===== config.mk =====
export PLATFORM = sky130hd
export DESIGN_NAME = instant_overcurrent_function
export DESIGN_NICKNAME = d
export VERILOG_FILES = /design/src/ioc_trip_pkg.sv /design/src/instant_overcurrent_function.sv
export VERILOG_INCLUDE_DIRS = /design/src
export SDC_FILE = /design/constraint.sdc
export NUM_CORES = 1
export LEC_CHECK = 0
export CAP_MARGIN = 20
export CORE_MARGIN = 2
export CORE_UTILIZATION = 45
export CTS_BUF_LIST = sky130_fd_sc_hd__clkbuf_4
export DETAILED_ROUTE_END_ITERATION = 16
export DONT_BUFFER_PORTS = 1
export PLACE_DENSITY = 0.71
export SLEW_MARGIN = 20
export SYNTH_ARGS = -nofsm -noshare
export SYNTH_HDL_FRONTEND = slang
export SYNTH_SLANG_ARGS = --single-unit
export TNS_END_PERCENT = 50

===== constraint.sdc =====
create_clock -name clk_i -period 12.5 [get_ports clk_i]
set_clock_uncertainty 0.1 [all_clocks]
set_input_delay 0.625 -clock clk_i [delete_from_list [all_inputs] [get_ports clk_i]]
set_output_delay 0.625 -clock clk_i [all_outputs]
set_load 0.1 [all_outputs]

===== src/ioc_trip_regs.svh =====
// register offsets, field positions, reset values and counts of the overcurrent trip block
`ifndef IOC_TRIP_REGS_SVH
`define IOC_TRIP_REGS_SVH

// byte offsets on the register bus
`define IOC_CTRL_OFS 8'h00
`define IOC_THR_OFS 8'h04
`define IOC_STAT_OFS 8'h08
`define IOC_PEAK_A_OFS 8'h0c
`define IOC_PEAK_B_OFS 8'h10
`define IOC_PEAK_C_OFS 8'h14

// control fields
`define IOC_CTRL_MODE_LSB 0
`define IOC_CTRL_MODE_W 2

// status fields
`define IOC_STAT_TRIP_LSB 0
`define IOC_STAT_GEN_BIT 3
`define IOC_STAT_DIS_BIT 4
`define IOC_STAT_DBL_BIT 5

// start threshold in percent of rated current
`define IOC_THR_W 12
`define IOC_THR_MIN 12'h014
`define IOC_THR_MAX 12'hbb8
`define IOC_THR_RST 12'h0c8

// samples per peak window, one network period
`define IOC_PEAK_WINDOW 8'h14

`endif


===== src/ioc_trip_pkg.sv =====
// types shared by the overcurrent trip block
`default_nettype none
package ioc_trip_pkg;

  // operation selector
  typedef enum logic [1:0] {
    MODE_OFF = 2'h0,
    MODE_PEAK = 2'h1,
    MODE_FUND = 2'h2
  } mode_e;

  // one phase's measurement, both in units of 1 % of rated current
  typedef struct packed {
    logic signed [15:0] sample;
    logic [15:0] fund_rms;
  } phase_meas_s;

  // trip flags as seen by the relay logic
  typedef struct packed {
    logic general;
    logic [2:0] phase;
  } trip_s;

endpackage : ioc_trip_pkg
`default_nettype wire


===== src/instant_overcurrent_function.sv =====
// three-phase instantaneous overcurrent trip decision with wishbone register access
//
// Overview of operation
// - selector off, peak or fundamental; off clears trips
// - start threshold percent, 20 to 3000, default 200
// - double input compares against twice the threshold
// - disable input suppresses every trip output
// - phase trips at once when value exceeds threshold
// - peak mode uses peak, fundamental mode uses RMS
// - peak derived per phase from its samples
// - general trip built only from phase trips
// - general trip is OR of three phases
`timescale 1ns/1ps
`default_nettype none
`include "ioc_trip_regs.svh"

module instant_overcurrent_function (
  input wire logic clk_i,
  input wire logic rst_i,
  // classic wishbone slave
  input wire logic cyc_i,
  input wire logic stb_i,
  input wire logic we_i,
  input wire logic [7:0] adr_i,
  input wire logic [3:0] sel_i,
  input wire logic [31:0] dat_i,
  output logic [31:0] dat_o,
  output logic ack_o,
  // sample set from the front end
  input wire logic sample_strobe_i,
  input wire ioc_trip_pkg::phase_meas_s [2:0] meas_i,
  // relay logic pins
  input wire logic function_disable_input_i,
  input wire logic threshold_double_input_i,
  output ioc_trip_pkg::trip_s trip_o
);

  ////////////////////////////////////////////////////////////////////////////
  // pin synchronisers

  logic dis_meta_q;
  logic dis_q;
  logic dbl_meta_q;
  logic dbl_q;

  // first stage feeds only the second; pins may change at any time
  always_ff @(posedge clk_i)
  begin
    if (rst_i)
    begin
      dis_meta_q <= 1'b0;
      dis_q <= 1'b0;
      dbl_meta_q <= 1'b0;
      dbl_q <= 1'b0;
    end
    else
    begin
      dis_meta_q <= function_disable_input_i;
      dis_q <= dis_meta_q;
      dbl_meta_q <= threshold_double_input_i;
      dbl_q <= dbl_meta_q;
    end
  end

  ////////////////////////////////////////////////////////////////////////////
  // register bus

  ioc_trip_pkg::mode_e mode_q;
  logic [`IOC_THR_W-1:0] thr_q;
  logic [15:0] peak_q [3];
  logic acc;
  logic wr;
  logic [31:0] wmask;
  logic [31:0] ctrl_img;
  logic [31:0] thr_img;
  logic [31:0] stat_img;
  logic [31:0] ctrl_m;
  logic [31:0] thr_m;

  assign acc = cyc_i && stb_i && !ack_o;
  assign wr = acc && we_i;
  assign wmask = {{8{sel_i[3]}}, {8{sel_i[2]}}, {8{sel_i[1]}}, {8{sel_i[0]}}};
  assign ctrl_img = {30'h0, mode_q};
  assign thr_img = {20'h0, thr_q};
  assign stat_img = {26'h0, dbl_q, dis_q, trip_o.general, trip_o.phase};
  // byte lanes merge the write data into the current image; unselected lanes keep their bits
  assign ctrl_m = (ctrl_img & ~wmask) | (dat_i & wmask);
  assign thr_m = (thr_img & ~wmask) | (dat_i & wmask);

  // one wait state: ack follows the request by one edge and lasts one cycle
  always_ff @(posedge clk_i)
  begin
    if (rst_i)
      ack_o <= 1'b0;
    else
      ack_o <= acc;
  end

  // read data; unmapped words answer zero
  always_ff @(posedge clk_i)
  begin
    if (rst_i)
      dat_o <= 32'h0;
    else if (acc && !we_i)
    begin
      case (adr_i)
        `IOC_CTRL_OFS: dat_o <= ctrl_img;
        `IOC_THR_OFS: dat_o <= thr_img;
        `IOC_STAT_OFS: dat_o <= stat_img;
        `IOC_PEAK_A_OFS: dat_o <= {16'h0, peak_q[0]};
        `IOC_PEAK_B_OFS: dat_o <= {16'h0, peak_q[1]};
        `IOC_PEAK_C_OFS: dat_o <= {16'h0, peak_q[2]};
        default: dat_o <= 32'h0;
      endcase
    end
  end

  // operation selector, off after reset; the reserved code acts as off
  always_ff @(posedge clk_i)
  begin
    if (rst_i)
      mode_q <= ioc_trip_pkg::MODE_OFF;
    else if (wr && adr_i == `IOC_CTRL_OFS)
      mode_q <= ioc_trip_pkg::mode_e'(ctrl_m[`IOC_CTRL_MODE_LSB +: `IOC_CTRL_MODE_W]);
  end

  // threshold writes are clamped into range so the compare never sees a bad setting
  always_ff @(posedge clk_i)
  begin
    if (rst_i)
      thr_q <= `IOC_THR_RST;
    else if (wr && adr_i == `IOC_THR_OFS)
    begin
      if (thr_m < 32'(`IOC_THR_MIN))
        thr_q <= `IOC_THR_MIN;
      else if (thr_m > 32'(`IOC_THR_MAX))
        thr_q <= `IOC_THR_MAX;
      else
        thr_q <= thr_m[`IOC_THR_W-1:0];
    end
  end

  ////////////////////////////////////////////////////////////////////////////
  // peak window and effective threshold

  logic [7:0] win_q;
  logic win_end;
  logic [16:0] eff_thr;
  logic [2:0] over;
  logic active;

  assign win_end = (win_q == `IOC_PEAK_WINDOW - 8'h01);
  // doubling widens by one bit so 2 x 3000 never wraps
  assign eff_thr = dbl_q ? {4'h0, thr_q, 1'b0} : {5'h0, thr_q};
  assign active = !dis_q && (mode_q == ioc_trip_pkg::MODE_PEAK
                             || mode_q == ioc_trip_pkg::MODE_FUND);

  // window counter advances once per sample set
  always_ff @(posedge clk_i)
  begin
    if (rst_i)
      win_q <= 8'h0;
    else if (sample_strobe_i)
      win_q <= win_end ? 8'h0 : win_q + 8'h01;
  end

  ////////////////////////////////////////////////////////////////////////////
  // per-phase peak selection and instantaneous compare

  logic [15:0] peak_d [3];

  generate
    for (genvar p = 0; p < 3; p++)
    begin : g_phase
      logic [15:0] mag;
      logic [15:0] sel_val;

      // magnitude of a signed sample; -32768 maps to 32768 as unsigned
      assign mag = meas_i[p].sample[15] ? 16'(-meas_i[p].sample) : 16'(meas_i[p].sample);
      // a new window starts from the fresh sample so old faults age out
      assign peak_d[p] = (win_q == 8'h0 || mag > peak_q[p]) ? mag : peak_q[p];
      assign sel_val = (mode_q == ioc_trip_pkg::MODE_PEAK) ? peak_d[p]
                                                           : meas_i[p].fund_rms;
      assign over[p] = {1'b0, sel_val} > eff_thr;

      always_ff @(posedge clk_i)
      begin
        if (rst_i)
          peak_q[p] <= 16'h0;
        else if (sample_strobe_i)
          peak_q[p] <= peak_d[p];
      end
    end
  endgenerate

  ////////////////////////////////////////////////////////////////////////////
  // trip outputs

  // no delay beyond the one register stage; held until the next sample set
  always_ff @(posedge clk_i)
  begin
    if (rst_i)
      trip_o <= '0;
    else if (sample_strobe_i)
    begin
      trip_o.phase <= active ? over : 3'h0;
      trip_o.general <= active && (|over);
    end
  end
endmodule : instant_overcurrent_function
`default_nettype wire


==> results of run 1 <==
area by class of cell:
class	count	share of cell area, %
multi-input cells	779	64.9
clock inverters	6	0.501
flip-flops and latches	95	26.5
repair buffers	11	0.918
inverters	60	2.50
clock buffers	10	0.835
well taps	260	3.62
diodes	9	0.250
registers in the layout, summed over array words and instances, names as in the netlist, named ones only:
name / cells
dbl_meta_q: 1
dis_meta_q: 1
dat_o: 16
ack_o: 1
dis_q: 1
peak_q: 48
thr_q: 12
win_q: 8
trip_o: 4
dbl_q: 1
critical path: cells and delay by family:
family,cells,cell delay (ns)
multiplexers,2,0.71
AND/OR/NAND/NOR,8,2.94
adder cells (fa/ha/maj),2,0.61
XOR/XNOR,1,0.16
AO/OA/AOI/OAI,7,1.50
logic make-up (layout without fill, tap and decap cells):
family | count (synthesis) | in the layout | share of synthesized area, %
AO/OA/AOI/OAI | 232 | 232 | 18.1
XOR/XNOR | 45 | 45 | 4.54
adder cells (fa/ha/maj) | 93 | 93 | 13.4
buffers and inverters | 124 | 87 | 6.09
flip-flops | 95 | 95 | 27.5
multiplexers | 99 | 99 | 12.4
other | 1 | 25 | 0.0432
AND/OR/NAND/NOR | 294 | 294 | 18.0
metrics by stage:
| stage | cell area (um^2) | std cells | total power (uW) | hold WS [ns] | worst slack, ns |
|---|---|---|---|---|---|
| 2_1_floorplan | 8730 | 998 | 553 | 0.314 | 6.54 |
| 3_3_place_gp | 8850 | 1205 | 591 | 0.331 | 5.82 |
| 3_5_place_dp | 8850 | 1205 | 596 | 0.329 | 5.69 |
| 4_1_cts | 8970 | 1221 | 755 | 0.0478 | 6.21 |
| 5_1_grt | 8980 | 1226 | 796 | 0.0464 | 5.59 |
| 6_report | 8990 | 1230 | 756 | 0.0771 | 6.18 |
cell usage in the layout (no fill, tap or decap), drive strengths merged, types with 12 or more instances in the layout:
master | Yosys | layout
o31ai | 14 | 14
mux2 | 62 | 62
conb | 1 | 16
and3 | 40 | 40
o21ai | 39 | 39
ha | 93 | 93
nand4 | 21 | 21
a21oi | 58 | 58
a211oi | 12 | 12
xnor2 | 40 | 40
nor2 | 66 | 66
nor2b | 13 | 13
mux2i | 37 | 37
nand2 | 59 | 59
a21o | 15 | 15
nor4 | 12 | 12
dfxtp | 47 | 47
edfxtp | 48 | 48
a22oi | 32 | 32
nor3 | 12 | 12
inv | 60 | 62
nand3 | 19 | 19
how the worst max path moves through the flow:
stage	endpoint	slack, ns
5_1_grt	trip_o[3]	5.59
4_1_cts	trip_o[3]	6.21
6_report	trip_o[3]	6.18
3_3_place_gp	trip_o[3]	5.82
3_5_place_dp	trip_o[3]	5.69
2_1_floorplan	trip_o[3]	6.54
report_power, final:
part / total, uW / internal, uW / leakage, uW / switching, uW
Sequential: 365 / 346 / 0.000909 / 19.2
Combinational: 229 / 93.8 / 0.00249 / 135
Clock: 162 / 44.8 / 0.0000691 / 117
routing by layer:
metal	share of wire (%)	track usage (%)	vias to the layer above
li1	-	-	3615
met5	0.10	0	-
met1	42	32.2	3647
met3	8.6	5.73	52
met2	46	39.8	304
met4	3.4	10.9	4
==> impl_metrics.json, run 1 <==
{
  "regArea_um2": 2380,
  "fin_tns_setup_ns": 0,
  "netlist_area_um2": 8680,
  "dieWidth_um": 143,
  "multiInputGateArea_um2": 5830,
  "yosys-top-cells-area": "edfxtp_1 17%, ha_1 13%, dfxtp_1 11%",
  "port-buffer-count": 0,
  "hold_path_class": "input pin to flop",
  "grt_antenna_before_repair": 8,
  "yosys-top-cells-count": "93 x ha_1, 65 x nor2_1, 61 x mux2_2",
  "final_core_util_pct": 47.7,
  "cap_violations": 0,
  "place_hpwl_um": 20400,
  "layout.nets": 1197,
  "htree_num_levels": 3,
  "grt_pass1_wl_um": 38800,
  "timing.fmax_mhz": 158,
  "power.density_nw_per_um2": 84.1,
  "finalHoldViolCount": 0,
  "routed-via-count": 7622,
  "synthFlopType": "edfxtp_1",
  "setup_viol": 0,
  "min_to": "dat_o[12]",
  "viasPerCell": 6.20,
  "boundaryPins": 185,
  "cts_setup_buffers": 0,
  "cts_tree": "yes",
  "cts_root_buf": "clkbuf_4",
  "path_common_cell": "o41ai_1",
  "synth_top_area_cell": "edfxtp_1",
  "avgSynthCellArea_um2": 8.83,
  "hold_start": "rst_i",
  "vdd_drop_max_mv": 0.0399,
  "drtAntennaViolNets": 0,
  "first_pass_iters": 5,
  "p_leak_uw": 0.00347,
  "endpoint_kind": "flop",
  "min_path_cells": 1,
  "setup.worst_path.class": "input pin to flop",
  "yosys.cell_types.count": 71,
  "netlist.area_leader.share_pct": 16.6,
  "crit_required_ns": 12.75,
  "cp_max_fo": 20,
  "start_util_pct": 46.1,
  "grt-ovfl-total": 0,
  "maxSlewViolCount": 0,
  "insertion_delay_ns": 0.50,
  "area.growth.synth_to_final_pct": 3.63,
  "routed_wl_um": 25800,
  "start_kind": "input pin",
  "slew_headroom_pct": 22.7,
  "ctsHoldBuffers": 0,
  "first_global_vias": 7079,
  "rows": 50,
  "r2r_setup_slack_ns": 7.22,
  "wire_per_inst_um": 21.0,
  "r2r-start": "peak_q[0][15]",
  "drc_errors": 0,
  "crit_path_max_incr_delay_ns": 0.78,
  "clk_pin_slew_ns": 0.17,
  "die_h_um": 143,
  "synthCells": 983,
  "async_reset_ff_share_pct": 0,
  "post-route-min-period_ns": 6.32,
  "cp.arrival_ns": 6.57,
  "fp.coreArea_um2": 18800,
  "status": "complete, no violations",
  "clock_path_buffers": 2,
  "first_iter_violations": 732,
  "cp-startpoint": "meas_i[21]",
  "synth-edff-count": 48,
  "nFillCells": 1815,
  "cts_resized": 0,
  "finalCritPeriodShare_pct": 50.5,
  "yosysMostFrequentCell": "ha_1",
  "reg2reg_depth": 17,
  "numCtsBuffers": 9,
  "r2r_end": "trip_o[3]",
  "timing_worst_slew_pin_value_ns": 1.16,
  "path_cells": "nor4_1 > nand3_1 > o41ai_1 > xnor2_1 > ha_1 > nand4_1 > or4_1 > or2_2 > o41ai_1 > and2_1 > mux2_2 > mux2_2 > ha_1 > nor2b_1 > o211ai_1 > a211oi_1 > o41ai_1 > a21boi_0 > a2111oi_0 > nand4b_1",
  "grt_usage_pct": 24.9,
  "seq_area_frac_synth_pct": 27.5,
  "die_area_um2": 20400,
  "numClockSinks": 95,
  "slowest_stage": "and2_1",
  "rsz0062_at_grt": "no",
  "drive_gt1_share_pct": 10.9,
  "place_congestion": 0.973,
  "yosys_register_bits": 95,
  "grt_max_degree": 49,
  "ys_warn_count": 0
}
Note: power is estimated with default switching activity, not from simulation.
==> inputs of run 2 (changes only) <==
- PLACE_DENSITY: 0.71 -> 0.73
- clock period: 12.5 -> 5.4 ns (I/O delays scaled with it)
==> run 2 against run 1 <==
- worst setup slack got worse by 5.9 ns
- die area unchanged
- count of clock-buffer cells in the layout shrank 1
- cell count increased by 6.2%
- final area grew 8.2%
- power is 150% higher
- non-clock buffer count grew 81
- register-to-register slack worse by 6.6 ns
- first-iteration DRC count up 30%
- utilization up 3.9 points
- critical path type unchanged
- critical endpoint unchanged
==> impl_metrics.json, run 2 (synthesis gave the netlist of run 1 again) <==
{
  "status": "complete, no violations",
  "path_common_cell": "o41ai_1",
  "p_sw_uw": 676,
  "drtAntennaViolNets": 0,
  "fp.coreArea_um2": 18800,
  "setup_viol": 0,
  "first_pass_iters": 5,
  "p_sw_share_pct": 36.3,
  "setup.worst_path.class": "input pin to flop",
  "layout.nets": 1278,
  "cts_root_buf": "clkbuf_4",
  "grt-ovfl-total": 0,
  "timing_worst_slew_pin_value_ns": 1.14,
  "rows": 50,
  "viasPerCell": 6.08,
  "die_area_um2": 20400,
  "maxSlewViolCount": 0,
  "cap_violations": 0,
  "slowest_stage": "or4_1",
  "grt_usage_pct": 26.0,
  "drc_errors": 0,
  "power.density_nw_per_um2": 191,
  "cp_max_fo": 4,
  "routed-via-count": 7940,
  "cp.arrival_ns": 5.44,
  "numCtsBuffers": 9,
  "place_congestion": 0.944,
  "clkPwrFrac_pct": 21.5,
  "drive_gt1_share_pct": 15.6,
  "power_frac_seq_pct": 45.2,
  "endpoint_kind": "flop",
  "finalHoldViolCount": 0,
  "area.growth.synth_to_final_pct": 12.2,
  "insertion_delay_ns": 0.50,
  "hold_path_class": "input pin to flop",
  "cts_tree": "yes",
  "vdd_drop_max_mv": 0.0959,
  "placedCellCount": 1256,
  "crit_required_ns": 5.67,
  "post-route-min-period_ns": 5.17,
  "intPower_uw": 1190,
  "rsz0062_at_grt": "no",
  "routed_wl_um": 26800,
  "largest_reg_flops": 48,
  "final_cell_mix": "92 x ha_1, 64 x nor2_1, 61 x mux2_2, 61 x buf_4",
  "first_global_vias": 7570,
  "htree_num_levels": 3,
  "grt_pass1_wl_um": 40900,
  "p_leak_uw": 0.00387,
  "clk_pin_slew_ns": 0.16,
  "slew_headroom_pct": 23.9,
  "finalNonFillerCells": 1306,
  "preCtsSetupSlack_ns": -0.311,
  "multiInputGateArea_um2": 5850,
  "regArea_um2": 2380,
  "regMostFlops": "peak_q",
  "place_hpwl_um": 20900,
  "path_cells": "or4_1 > o41ai_1 > xnor2_1 > ha_1 > nand4_1 > or4_1 > or2_2 > o41ai_1 > and2_2 > mux2_2 > mux2_2 > ha_1 > nor2b_1 > o211ai_1 > a211oi_1 > o41ai_1 > a21boi_0 > a2111oi_2 > nand4b_1",
  "first_iter_violations": 952,
  "start_kind": "input pin",
  "cts_setup_buffers": 0,
  "layout_setup_ws_ns": 0.234,
  "final_common_cell": "ha_1",
  "die_h_um": 143,
  "finalCritPeriodShare_pct": 95.7,
  "crit_path_max_incr_delay_ns": 0.55,
  "timing.fmax_mhz": 194,
  "boundaryPins": 185,
  "clock_path_buffers": 2,
  "nFillCells": 1748,
  "numClockSinks": 95,
  "comb_power_share_pct": 33.3,
  "dieWidth_um": 143,
  "wire_per_inst_um": 20.5,
  "biggestRegsByFlops": "peak_q: 48 flops, dat_o: 16 flops, thr_q: 12 flops",
  "grt_max_degree": 43,
  "port-buffer-count": 0,
  "grt_antenna_before_repair": 2,
  "start_util_pct": 46.1
}
## run 2: cell types whose count changed in the layout (fill, tap and decap cells not counted), sizes merged
cell         previous run  this run
buf                    11        64
dlygate4sd3             0        28
diode                   9         4
clkinv                  3         5
clkbuf                 10         9
clkinvlp                1         0
## run 2: final timing paths
| check | startpoint | end | slack, ns | cells after the start |
|---|---|---|---|---|
| min | dat_i[11] | thr_q[11] | 0.02 | 4 |
| min reg2reg | dbl_meta_q | dbl_q | 0.39 | 1 |
| max reg2reg | peak_q[0][14] | trip_o[3] | 0.60 | 17 |
| max | meas_i[27] | trip_o[3] | 0.23 | 19 |
## run 2: critical path, delay by kind of cell
kind	cells	cell delay, ns
adder cells (fa/ha/maj)	2	0.62
AND/OR/NAND/NOR	7	2.06
multiplexers	2	0.65
AO/OA/AOI/OAI	7	1.70
XOR/XNOR	1	0.15
## run 2: repair_timing
item,in CTS,in global routing
hold buffers,30,0
endpoints found under the setup margin,0,1
endpoints found under the hold margin,82,0
gates resized for setup,0,4
## run 2: power groups by stage
stage | Sequential (uW) | Combinational, uW | Clock (uW)
after floorplan | 836 | 445 | 0
after global placement | 855 | 570 | 0
after detailed placement | 856 | 582 | 0
after CTS | 840 | 611 | 402
after global routing | 845 | 683 | 427
final | 842 | 620 | 400
## run 2: cell type report
| cell class | instances | area share (%) |
|---|---|---|
| multi-input cells | 779 | 60.2 |
| flip-flops and latches | 95 | 24.5 |
| repair buffers | 92 | 8.20 |
| well taps | 260 | 3.34 |
| inverters | 60 | 2.31 |
| clock buffers | 9 | 0.694 |
| clock inverters | 7 | 0.694 |
| diodes | 4 | 0.103 |
## run 2: routing by layer
metal | track usage [%] | up-vias | part of all wire (%)
met3 | 4.36 | 48 | 7.8
met1 | 33.6 | 3784 | 41
met5 | 0 | - | 0
met4 | 10.2 | 0 | 3.4
li1 | - | 3777 | -
met2 | 43.4 | 331 | 48
## run 2: per-stage QoR
step | total power [uW] | instance area [um^2] | TNS [ns] | hold slack [ns] | utilization (%)
after floorplan | 1280 | 8740 | 0 | 0.298 | -
after global placement | 1430 | 9250 | -0.196 | 0.251 | 49.1
after detailed placement | 1440 | 9250 | -0.536 | 0.252 | 49.1
after CTS | 1850 | 9710 | 0 | 0.00258 | 51.6
after global routing | 1950 | 9720 | 0 | 0.0600 | 51.6
final | 1860 | 9730 | 0 | 0.0231 | 51.7
